## config.mk

```make
export PLATFORM = sky130hd
export DESIGN_NAME = grf_top
export DESIGN_NICKNAME = d
export VERILOG_FILES = /design/src/logic/grf_pkg.sv /design/src/logic/grf_mem_if.sv /design/src/logic/grf_mem.sv /design/src/logic/grf_top.sv
export SDC_FILE = /design/constraint.sdc
export NUM_CORES = 1
export LEC_CHECK = 0
export BUFFER_PORTS_ARGS = -buffer_cell sky130_fd_sc_hd__buf_2
export CORE_MARGIN = 5
export CORE_UTILIZATION = 59
export CTS_CLUSTER_SIZE = 25
export DETAILED_ROUTE_END_ITERATION = 12
export PLACE_DENSITY = 0.82
export RECOVER_POWER = 100
export SKIP_CTS_REPAIR_TIMING = 1
export SYNTH_ARGS = -nofsm -noshare
export SYNTH_HDL_FRONTEND = slang
export SYNTH_SLANG_ARGS = --single-unit
export TNS_END_PERCENT = 30
```

## constraint.sdc

```tcl
create_clock -name sys_clk -period 6.2 [get_ports sys_clk]
set_input_delay 1.24 -clock sys_clk [delete_from_list [all_inputs] [get_ports sys_clk]]
set_output_delay 1.24 -clock sys_clk [all_outputs]
set_load 0.02 [all_outputs]
```

## src/logic/grf_pkg.sv

```systemverilog
// package: constants and types of the cpu general register file
//
// Contract
// - banked group: four data, two address, frame base
// - two independent copies of the banked group
// - four 16-bit data registers, read and write
// - data zero/one bytes written separately, other kept
// - data two and zero pair into 32 bits; a long core write stores only the low word
// - address registers supply indirect/relative base
// - address registers also ordinary operands
// - address pair 32 bits, address one upper; a long core write stores only the low word
package grf_pkg;
    localparam int unsigned grf_word_w = 16;
    localparam int unsigned grf_byte_w = 8;
    localparam int unsigned grf_banks = 2;
    localparam int unsigned grf_regs = 7;
    localparam int unsigned grf_sel_w = 3;
    localparam int unsigned grf_mem_aw = 4;
    localparam logic [2:0] grf_idx_data_zero = 3'h0;
    localparam logic [2:0] grf_idx_data_one = 3'h1;
    localparam logic [2:0] grf_idx_data_two = 3'h2;
    localparam logic [2:0] grf_idx_data_three = 3'h3;
    localparam logic [2:0] grf_idx_addr_zero = 3'h4;
    localparam logic [2:0] grf_idx_addr_one = 3'h5;
    localparam logic [2:0] grf_idx_frame_base = 3'h6;
    localparam logic [15:0] grf_reset_word = 16'h0000;
    // apb map: byte addresses of software-visible views
    localparam logic [7:0] grf_apb_bank0 = 8'h00;
    localparam logic [7:0] grf_apb_bank1 = 8'h20;
    localparam logic [7:0] grf_apb_ctrl = 8'h40;
    localparam logic [7:0] grf_apb_data_pair = 8'h44;
    localparam logic [7:0] grf_apb_addr_pair = 8'h48;
    localparam logic [7:0] grf_apb_data1_pair = 8'h4C;
    localparam int unsigned grf_ctrl_bank_bit = 0;

    // width of a core access
    typedef enum logic [1:0] {
        grf_size_byte_type_e,
        grf_size_word_type_e,
        grf_size_long_type_e
    } grf_size_type;

    // memory port state
    typedef struct packed {
        logic [15:0] rdata_a;
        logic [15:0] rdata_b;
    } grf_mem_state_type;
endpackage

```

## src/logic/grf_mem_if.sv

```systemverilog
// interface: write and dual read port of the banked word memory
interface grf_mem_if;
    logic we;
    logic [3:0] waddr;
    logic [15:0] wdata;
    logic [1:0] wbe;
    logic [3:0] raddr_a;
    logic [3:0] raddr_b;
    logic [15:0] rdata_a;
    logic [15:0] rdata_b;
    modport ctrl (output we, output waddr, output wdata, output wbe,
        output raddr_a, output raddr_b, input rdata_a, input rdata_b);
    modport mem (input we, input waddr, input wdata, input wbe,
        input raddr_a, input raddr_b, output rdata_a, output rdata_b);
endinterface

```

## src/logic/grf_mem.sv

```systemverilog
// module: banked 16-bit word storage with byte enables and registered reads
module grf_mem (
    input wire logic sys_clk,
    input wire logic sys_rst,
    grf_mem_if.mem port
);
    localparam int unsigned depth = grf_pkg::grf_banks * (1 << grf_pkg::grf_sel_w);
    logic [15:0] store_q [depth];
    grf_pkg::grf_mem_state_type st_q, st_d;

    always_comb begin
        st_d = st_q;
        st_d.rdata_a = store_q[port.raddr_a];
        st_d.rdata_b = store_q[port.raddr_b];
    end

    always_ff @(posedge sys_clk or posedge sys_rst) begin
        if (sys_rst) begin
            st_q <= '0;
        end else begin
            st_q <= st_d;
        end
    end

    // no reset on storage: contents are undefined after reset like the cpu's
    for (genvar i = 0; i < depth; i++) begin : g_word
        always_ff @(posedge sys_clk) begin
            if (port.we && port.waddr == 4'(i)) begin
                if (port.wbe[0]) begin
                    store_q[i][7:0] <= port.wdata[7:0];
                end
                if (port.wbe[1]) begin
                    store_q[i][15:8] <= port.wdata[15:8];
                end
            end
        end
    end

    assign port.rdata_a = st_q.rdata_a;
    assign port.rdata_b = st_q.rdata_b;
endmodule

```

## src/logic/grf_top.sv

```systemverilog
// module: general register file with core ports and apb access
//
// The APB register port and the register offsets were left to the implementer.
module grf_top (
    input wire logic sys_clk,
    input wire logic sys_rst,
    // core write port
    input wire logic core_we,
    input wire logic [2:0] core_wsel,
    input wire logic [1:0] core_wsize,
    input wire logic core_whigh,
    input wire logic [31:0] core_wdata,
    // core read port
    input wire logic core_re,
    input wire logic [2:0] core_rsel,
    input wire logic [1:0] core_rsize,
    input wire logic core_rhigh,
    output logic core_rvalid,
    output logic [31:0] core_rdata,
    // address base for indirect and relative addressing
    input wire logic core_base_sel,
    input wire logic core_base_long,
    output logic [31:0] core_base,
    // bank select from the flag register
    input wire logic core_bank_set,
    input wire logic core_bank_val,
    output logic bank_sel,
    // apb
    input wire logic psel,
    input wire logic penable,
    input wire logic pwrite,
    input wire logic [7:0] paddr,
    input wire logic [31:0] pwdata,
    output logic [31:0] prdata,
    output logic pready,
    output logic pslverr
);
    typedef enum logic [2:0] {
        grf_idle_type_e,
        grf_core_rd_type_e,
        grf_base_rd_type_e,
        grf_apb_rd_type_e,
        grf_apb_wr2_type_e,
        grf_apb_done_type_e
    } grf_phase_type;

    typedef struct packed {
        grf_phase_type phase;
        logic bank;
        logic [1:0] rsize;
        logic rhigh;
        logic rlong;
        logic [15:0] hi_word;
        logic [2:0] hi_sel;
        logic hi_bank;
        logic [31:0] apb_wr;
        logic core_rvalid;
        logic [31:0] core_rdata;
        logic [31:0] core_base;
        logic [31:0] prdata;
        logic pready;
        logic pslverr;
        logic err;
    } grf_state_type;

    grf_state_type st_q, st_d;
    grf_mem_if mif ();

    grf_mem u_mem (
        .sys_clk(sys_clk),
        .sys_rst(sys_rst),
        .port(mif)
    );

    // memory word address: bank in bit 3, register index below
    function automatic logic [3:0] maddr(input logic bank, input logic [2:0] sel);
        maddr = {bank, sel};
    endfunction

    // the upper word of a 32-bit pair
    function automatic logic [2:0] pair_hi(input logic [2:0] sel);
        if (sel == grf_pkg::grf_idx_addr_zero) begin
            pair_hi = grf_pkg::grf_idx_addr_one;
        end else if (sel == grf_pkg::grf_idx_data_one) begin
            pair_hi = grf_pkg::grf_idx_data_three;
        end else begin
            pair_hi = grf_pkg::grf_idx_data_two;
        end
    endfunction

    logic apb_setup;
    logic [2:0] apb_idx;
    logic apb_bank;
    logic apb_in_file;

    always_comb begin
        apb_setup = psel && !penable;
        apb_idx = paddr[4:2];
        apb_bank = paddr[5];
        apb_in_file = (paddr[7:6] == 2'h0) && (apb_idx < grf_pkg::grf_regs[2:0]);
    end

    always_comb begin
        st_d = st_q;
        st_d.core_rvalid = 1'b0;
        st_d.pready = 1'b0;
        st_d.pslverr = 1'b0;
        mif.we = 1'b0;
        mif.waddr = '0;
        mif.wdata = '0;
        mif.wbe = 2'h0;
        mif.raddr_a = '0;
        mif.raddr_b = '0;

        // bank switch only moves the view; storage is untouched
        if (core_bank_set) begin
            st_d.bank = core_bank_val;
        end

        // core writes have priority over apb writes on the single port
        if (core_we) begin
            mif.we = 1'b1;
            mif.waddr = maddr(st_q.bank, core_wsel);
            mif.wdata = core_wdata[15:0];
            mif.wbe = 2'h3;
            if (core_wsize == grf_pkg::grf_size_byte_type_e) begin
                mif.wdata = {core_wdata[7:0], core_wdata[7:0]};
                mif.wbe = core_whigh ? 2'h2 : 2'h1;
            end
        end

        case (st_q.phase)
            grf_idle_type_e: begin
                if (core_re) begin
                    mif.raddr_a = maddr(st_q.bank, core_rsel);
                    mif.raddr_b = maddr(st_q.bank, pair_hi(core_rsel));
                    st_d.rsize = core_rsize;
                    st_d.rhigh = core_rhigh;
                    st_d.phase = grf_core_rd_type_e;
                end else if (core_base_sel || core_base_long) begin
                    mif.raddr_a = maddr(st_q.bank,
                        core_base_sel ? grf_pkg::grf_idx_addr_one : grf_pkg::grf_idx_addr_zero);
                    mif.raddr_b = maddr(st_q.bank, grf_pkg::grf_idx_addr_one);
                    st_d.rlong = core_base_long;
                    st_d.phase = grf_base_rd_type_e;
                end else if (apb_setup) begin
                    mif.raddr_a = maddr(apb_bank, apb_idx);
                    // pair views follow the visible bank
                    mif.raddr_b = maddr(st_q.bank, pair_hi(paddr[3:2] == 2'h3 ?
                        grf_pkg::grf_idx_data_one : (paddr[3:2] == 2'h2 ?
                        grf_pkg::grf_idx_addr_zero : grf_pkg::grf_idx_data_zero)));
                    st_d.apb_wr = pwdata;
                    st_d.phase = grf_apb_rd_type_e;
                end
            end
            grf_core_rd_type_e: begin
                st_d.core_rvalid = 1'b1;
                case (st_q.rsize)
                    grf_pkg::grf_size_byte_type_e: st_d.core_rdata = {24'h000000,
                        st_q.rhigh ? mif.rdata_a[15:8] : mif.rdata_a[7:0]};
                    grf_pkg::grf_size_long_type_e:
                        st_d.core_rdata = {mif.rdata_b, mif.rdata_a};
                    default: st_d.core_rdata = {16'h0000, mif.rdata_a};
                endcase
                st_d.phase = grf_idle_type_e;
            end
            grf_base_rd_type_e: begin
                st_d.core_base = st_q.rlong ? {mif.rdata_b, mif.rdata_a}
                    : {16'h0000, mif.rdata_a};
                st_d.phase = grf_idle_type_e;
            end
            grf_apb_rd_type_e: begin
                st_d.err = 1'b0;
                if (paddr == grf_pkg::grf_apb_ctrl) begin
                    st_d.prdata = {31'h0, st_q.bank};
                    if (pwrite && !core_bank_set) begin
                        st_d.bank = st_q.apb_wr[grf_pkg::grf_ctrl_bank_bit];
                    end
                    st_d.phase = grf_apb_done_type_e;
                end else if (apb_in_file) begin
                    st_d.prdata = {16'h0000, mif.rdata_a};
                    st_d.hi_sel = apb_idx;
                    st_d.hi_bank = apb_bank;
                    st_d.phase = pwrite ? grf_apb_wr2_type_e : grf_apb_done_type_e;
                end else if (paddr == grf_pkg::grf_apb_data_pair ||
                        paddr == grf_pkg::grf_apb_addr_pair ||
                        paddr == grf_pkg::grf_apb_data1_pair) begin
                    // pairs are read from the visible bank
                    st_d.prdata = {mif.rdata_b, 16'h0000};
                    st_d.hi_word = mif.rdata_b;
                    st_d.phase = grf_apb_done_type_e;
                    if (pwrite) begin
                        st_d.pslverr = 1'b0;
                    end
                end else begin
                    st_d.prdata = '0;
                    // error is held back so that it leaves together with ready
                    st_d.err = pwrite;
                    st_d.phase = grf_apb_done_type_e;
                end
            end
            grf_apb_wr2_type_e: begin
                // waits for a free port: a core write steals the cycle
                if (!core_we) begin
                    mif.we = 1'b1;
                    mif.waddr = maddr(st_q.hi_bank, st_q.hi_sel);
                    mif.wdata = st_q.apb_wr[15:0];
                    mif.wbe = 2'h3;
                    st_d.phase = grf_apb_done_type_e;
                end
            end
            grf_apb_done_type_e: begin
                st_d.pready = 1'b1;
                st_d.pslverr = st_q.err;
                st_d.phase = grf_idle_type_e;
            end
            default: st_d.phase = grf_idle_type_e;
        endcase
    end

    always_ff @(posedge sys_clk or posedge sys_rst) begin
        if (sys_rst) begin
            st_q <= '0;
        end else begin
            st_q <= st_d;
        end
    end

    always_comb begin
        core_rvalid = st_q.core_rvalid;
        core_rdata = st_q.core_rdata;
        core_base = st_q.core_base;
        bank_sel = st_q.bank;
        prdata = st_q.prdata;
        pready = st_q.pready;
        pslverr = st_q.pslverr;
    end
endmodule

```

# Yosys cells after proc, flatten, opt, wreduce, memory -nomap -nowiden
# Memories as Yosys holds them, arrays and structs flattened. A register that Yosys moved wholly into a read port is not among the register bits.
# Index checks and enable logic that the tools add are counted.
# classes
add_sub_neg	0
mul	0
n_shift	0
n_lt_le_gt_ge	1
bitwise_logic	3
n_eq_ne	33
mux	165
n_reduce_logical	49
div_mod_pow	0
# op_table
op	n
two-way mux 16 bit	19
OR reduction 16 bit	15
two-way mux 32 bit	4
two-way mux 4 bit	26
two-way mux 1 bit	83
one-hot mux 32 bit (2 select lines)	1
two-way mux 2 bit	20
two-way mux 33 bit	1
== test 4 bit (second input constant)	8
== test 8 x 7 -> 1 bit (second input constant)	4
two-way mux 3 bit	8
logical AND 1 bit	19
== test 4 x 3 -> 1 bit (second input constant)	4
== test 3 bit (second input constant)	4
== test 3 x 1 -> 1 bit (second input constant)	3
one-hot mux 3 bit (3 select lines)	1
== test 4 x 2 -> 1 bit (second input constant)	2
two-way mux 8 bit	1
== test 2 bit (second input constant)	3
== test 3 x 2 -> 1 bit (second input constant)	2
zero test 2 bit	3
AND reduction 3 bit	2
== test 4 x 1 -> 1 bit (second input constant)	1
zero test 4 bit	1
other kinds (10)	16
# totals
out_inout_bits	100
register_bits	128
word_cells	267
latchBits	0
input_bits	95
mem_count	1
mem_bits_ro	0
ramBits	256
# memory_table
memory	words	word_bits	rd	rd_clocked_by_memory_dff	write_ports	line_no	rtl
u_mem.store_q	16	16	2	2	1	grf_mem.sv:8	logic [15:0] store_q [depth];

# Longest topological paths before layout
# logic_depth
ltp_word	24
mapped_depth	9

# Cells and area by module
# From an unflattened synthesis, not the netlist that was laid out.
# unflattened
cells_unflattened	1233
area_unflattened_um2	19055.8
# modules_own_cells
module	cells_per_inst	seq_area_each_um2	n_inst	area_per_inst_um2
grf_mem	613	8488.1	1	12618.4
grf_top	620	3203.1	1	6437.4

# Worst setup path after synthesis
# No wires, ideal clock.
# synth_timing
path_kind	input to register
start	input port core_re
end	register u_mem.port.rdata_b[10] (netlist name)
arrival_ns	3.232
path_stages	8
required_time_ns	6.076
n_path_buf	2
path_slack_ns	2.844
path_cell_list	or3_1 clkbuf_1 o21a_1 nand2_2 buf_4 mux4_2 nor2b_1 a211o_1
# synth_via
elab_chain_len	2
# synth_rtl
element	line_no	rtl
start: declaration	grf_top.sv:14	input wire logic core_re,
two-way mux 4 bit	grf_top.sv:134	if (core_re) begin
two-way mux 4 bit	grf_top.sv:132	case (st_q.phase)
# Every way passes these cells.
# A chain may end at the register's enable or synchronous reset.

# Worst setup path after layout
# layout_timing
start	register st_q[157] in the netlist's numbering
end	register u_mem.port.rdata_b[7] (netlist name)
# layout_via
elab_chain_len	2
# layout_rtl
element	line_no	rtl
start: declaration	grf_top.sv:66	grf_state_type st_q, st_d;
start signal: assignment	grf_top.sv:225	st_q <= st_d;
zero test 3 bit	grf_top.sv:132	
two-way mux 4 bit	grf_top.sv:132	
# Every way passes these cells.

==> impl_metrics.ini <==
[sta]
final.period_utilization = 0.730
fin_setup_tns_ps = 0
rsz0062_at_grt = no
tightest_slew_ps = 2770
relSlewSlack = -0.846
fmax_mhz = 221
fin_skew_ps = 19.3
drv_slew = 240
finalSetupViolCount = 0
hold_violations = 0
fin_crit_ps = 4520

[logic_synthesis]
syn_area_mm2 = 0.0182
seq_area_frac_synth = 0.644
synth_cell_types = 55
synthArstFlopShare = 0.385
postSynthCellCount = 1269
syn_nets = 1364
ys.flop_type = edfxtp_1
synth.most_common_cell = edfxtp_1
yosys_warnings = 0
synth-edff-count = 256
synth_top_area_cell = edfxtp_1
syn_area_per_cell_um2 = 14.3
synth_top_area_frac = 0.423
synthTopCellsByCount = edfxtp_1, nand2_1, dfrtp_1
synth_area_leaders = edfxtp_1, dfrtp_1, mux4_2, buf_4, nand2_1
synth-seq-cells = 416

[routing]
viasPerCell = 6.51
ant_nets = 0
wire_per_inst_um = 26.1
num_vias = 11400
first_iter_violations = 1522
post-route-drc-count = 0
drt-total-wl_um = 45800
drt_first_pass_iters = 6

[worst_hold_path]
min_from = prdata[6]
hold_class = flop to flop

[clock_network]
cts_buffers = 40
htree_levels = 2
cts_buffer_depth = 3
cts.clk_slew.worst_paths_ps = 60
cts_root_buf = clkbuf_16
clock-sinks = 416
cts_tree = built
clock_latency_ps = 540

[worst_setup_path]
worstPathMaxFanout = 19
critPathKind = flop to flop
endpoint = u_mem.port.rdata_b[7]
start_kind = flop
reg2reg_depth = 5
timing.rr.end = u_mem.port.rdata_b[7]
end_kind = flop
startpoint = st_q[157]
r2r_slack_ps = 1680
path_cells = nor3_1 -> nand2_1 -> a21oi_1 -> o21ai_0 -> a221oi_1
slowest_stage = nor3_1
critPathArrivalTime_ps = 4880
critPathMaxStageDelay_ps = 1600
worstReg2RegStart = st_q[157]
cp.required_ps = 6560

[floorplan]
start_util = 0.595
die_w_um = 185
row_count = 64
ios = 195
die_area_mm2 = 0.0344
die_h_um = 185
core_mm2 = 0.0305

[power]
power.switching_mw = 3.16
p_leak_nw = 7.59
internal_power_mw = 5.87
powerDensity_mw_per_mm2 = 457
max-vdd-ir-drop_uv = 200
pwr-share-clk = 0.273
switching_share = 0.350
power.share.sequential = 0.426
combPwrFrac = 0.302

[place]
dpl.hpwl_um = 30600
place_congestion = 0.909
dp_cells = 1685
io_buffers = 162

[global_routing]
grt_max_degree = 109
antenna_found_initial = 0
grt_usage = 0.263
overflow = 0
grt_pass1_wl_um = 67500
grt_pass1_vias = 11100

[layout]
utilization = 0.648
fin_cells = 1758
fillers = 2094
final_nets = 1426
syn_to_final_growth_pct = 8.88
layout-drive-gt1-share = 0.182

[status]
violations = max-capacitance violations, max-slew violations
status = finished, violations left

[flow_run]
maxCapViolCount = 7
layout by cell type (no fill, tap or decap), types with 4 or more instances in the layout:
cell type,n
and2_1,5
clkbuf_1,122
nor2b_1,11
nand3_1,30
edfxtp_1,256
bufinv_16,4
a221oi_1,7
mux4_1,9
nor2_1,52
nand2b_1,5
a22o_1,27
dfrtp_1,160
buf_4,12
a211o_1,8
clkinv_2,5
o21bai_1,8
o2111ai_1,4
and3_1,7
mux4_2,63
o22ai_1,9
inv_1,5
a211oi_1,7
a22oi_1,34
nand3b_1,6
mux2_2,42
mux2i_1,44
a31oi_1,4
buf_2,57
clkbuf_8,7
nor3_1,5
a21oi_1,16
clkbuf_16,40
o21ai_0,69
nand4_1,5
nand2_1,175
power groups by stage:
stage                     combinational, mW  sequential [mW]  clock (mW)
final                                  2.72             3.85        2.46
after CTS                              2.76             3.82        2.48
after global placement                 2.65             3.85           0
after global routing                   2.91             3.88        2.59
after detailed placement               2.73             3.87           0
after floorplan                        2.28             3.69           0
kinds of logic after synthesis:
| group | count (synthesis) | synth area share |
|---|---|---|
| flops | 416 | 0.644 |
| simple gates | 316 | 0.0778 |
| compound gates | 209 | 0.0775 |
| buf+inv | 169 | 0.0588 |
| mux | 158 | 0.141 |
| xor+xnor | 1 | 0.000483 |
layout make-up:
type                            instances  area [um^2]  area share
Clock buffer                           56         1130      0.0574
Antenna cell                            1         2.50    0.000127
Sequential cell                       416        11700       0.591
Inverter                                6         27.5     0.00139
Tap cell                              396          495      0.0251
Multi-Input combinational cell        684         5420       0.274
Timing Repair Buffer                  183          803      0.0406
Clock inverter                         16          198      0.0100
state kept, by name, indices dropped and copies added, names as in the netlist:
signal and count:
core_rdata 32, prdata 32, u_mem.port.rdata_a 16, st_q 28
core_base 32, pready 1, u_mem.store_q 256, pslverr 1
core_rvalid 1, bank_sel 1, u_mem.port.rdata_b 16
how the worst min path moves through the flow:
stage                     slack (ps)         end  cells after the start
final                            470   prdata[6]                      2
after detailed placement         450   prdata[6]                      2
after global placement           450   prdata[8]                      2
after CTS                        460   prdata[6]                      2
after floorplan                  440  prdata[10]                      2
after global routing             500   prdata[7]                      2
worst max-delay path, delay by kind of cell, from the launching register on:
family	cells	cell delay, ps
and+or+nand+nor	2	2750
AOI/OAI and AO/OA	3	1120
DFF	1	470
per-layer routing:
| metal | routed length (um) | part of all wire | global-route usage |
|---|---|---|---|
| met5 | 0 | 0 | 0 |
| met1 | 16900 | 0.37 | 0.359 |
| met4 | 2250 | 0.049 | 0.112 |
| met3 | 5750 | 0.13 | 0.0640 |
| met2 | 20900 | 0.46 | 0.410 |
metrics by stage:
step / setup WS (ps) / instance area, um^2 / hold slack (ps) / total power [mW]
2_1_floorplan: 640 / 18200 / 440 / 5.97
3_3_place_gp: 1970 / 18600 / 447 / 6.50
3_5_place_dp: 1880 / 18600 / 451 / 6.60
4_1_cts: 2390 / 19900 / 464 / 9.07
5_1_grt: 1210 / 19800 / 498 / 9.39
6_report: 1680 / 19800 / 467 / 9.03
Power figures use the tool's default switching activity.
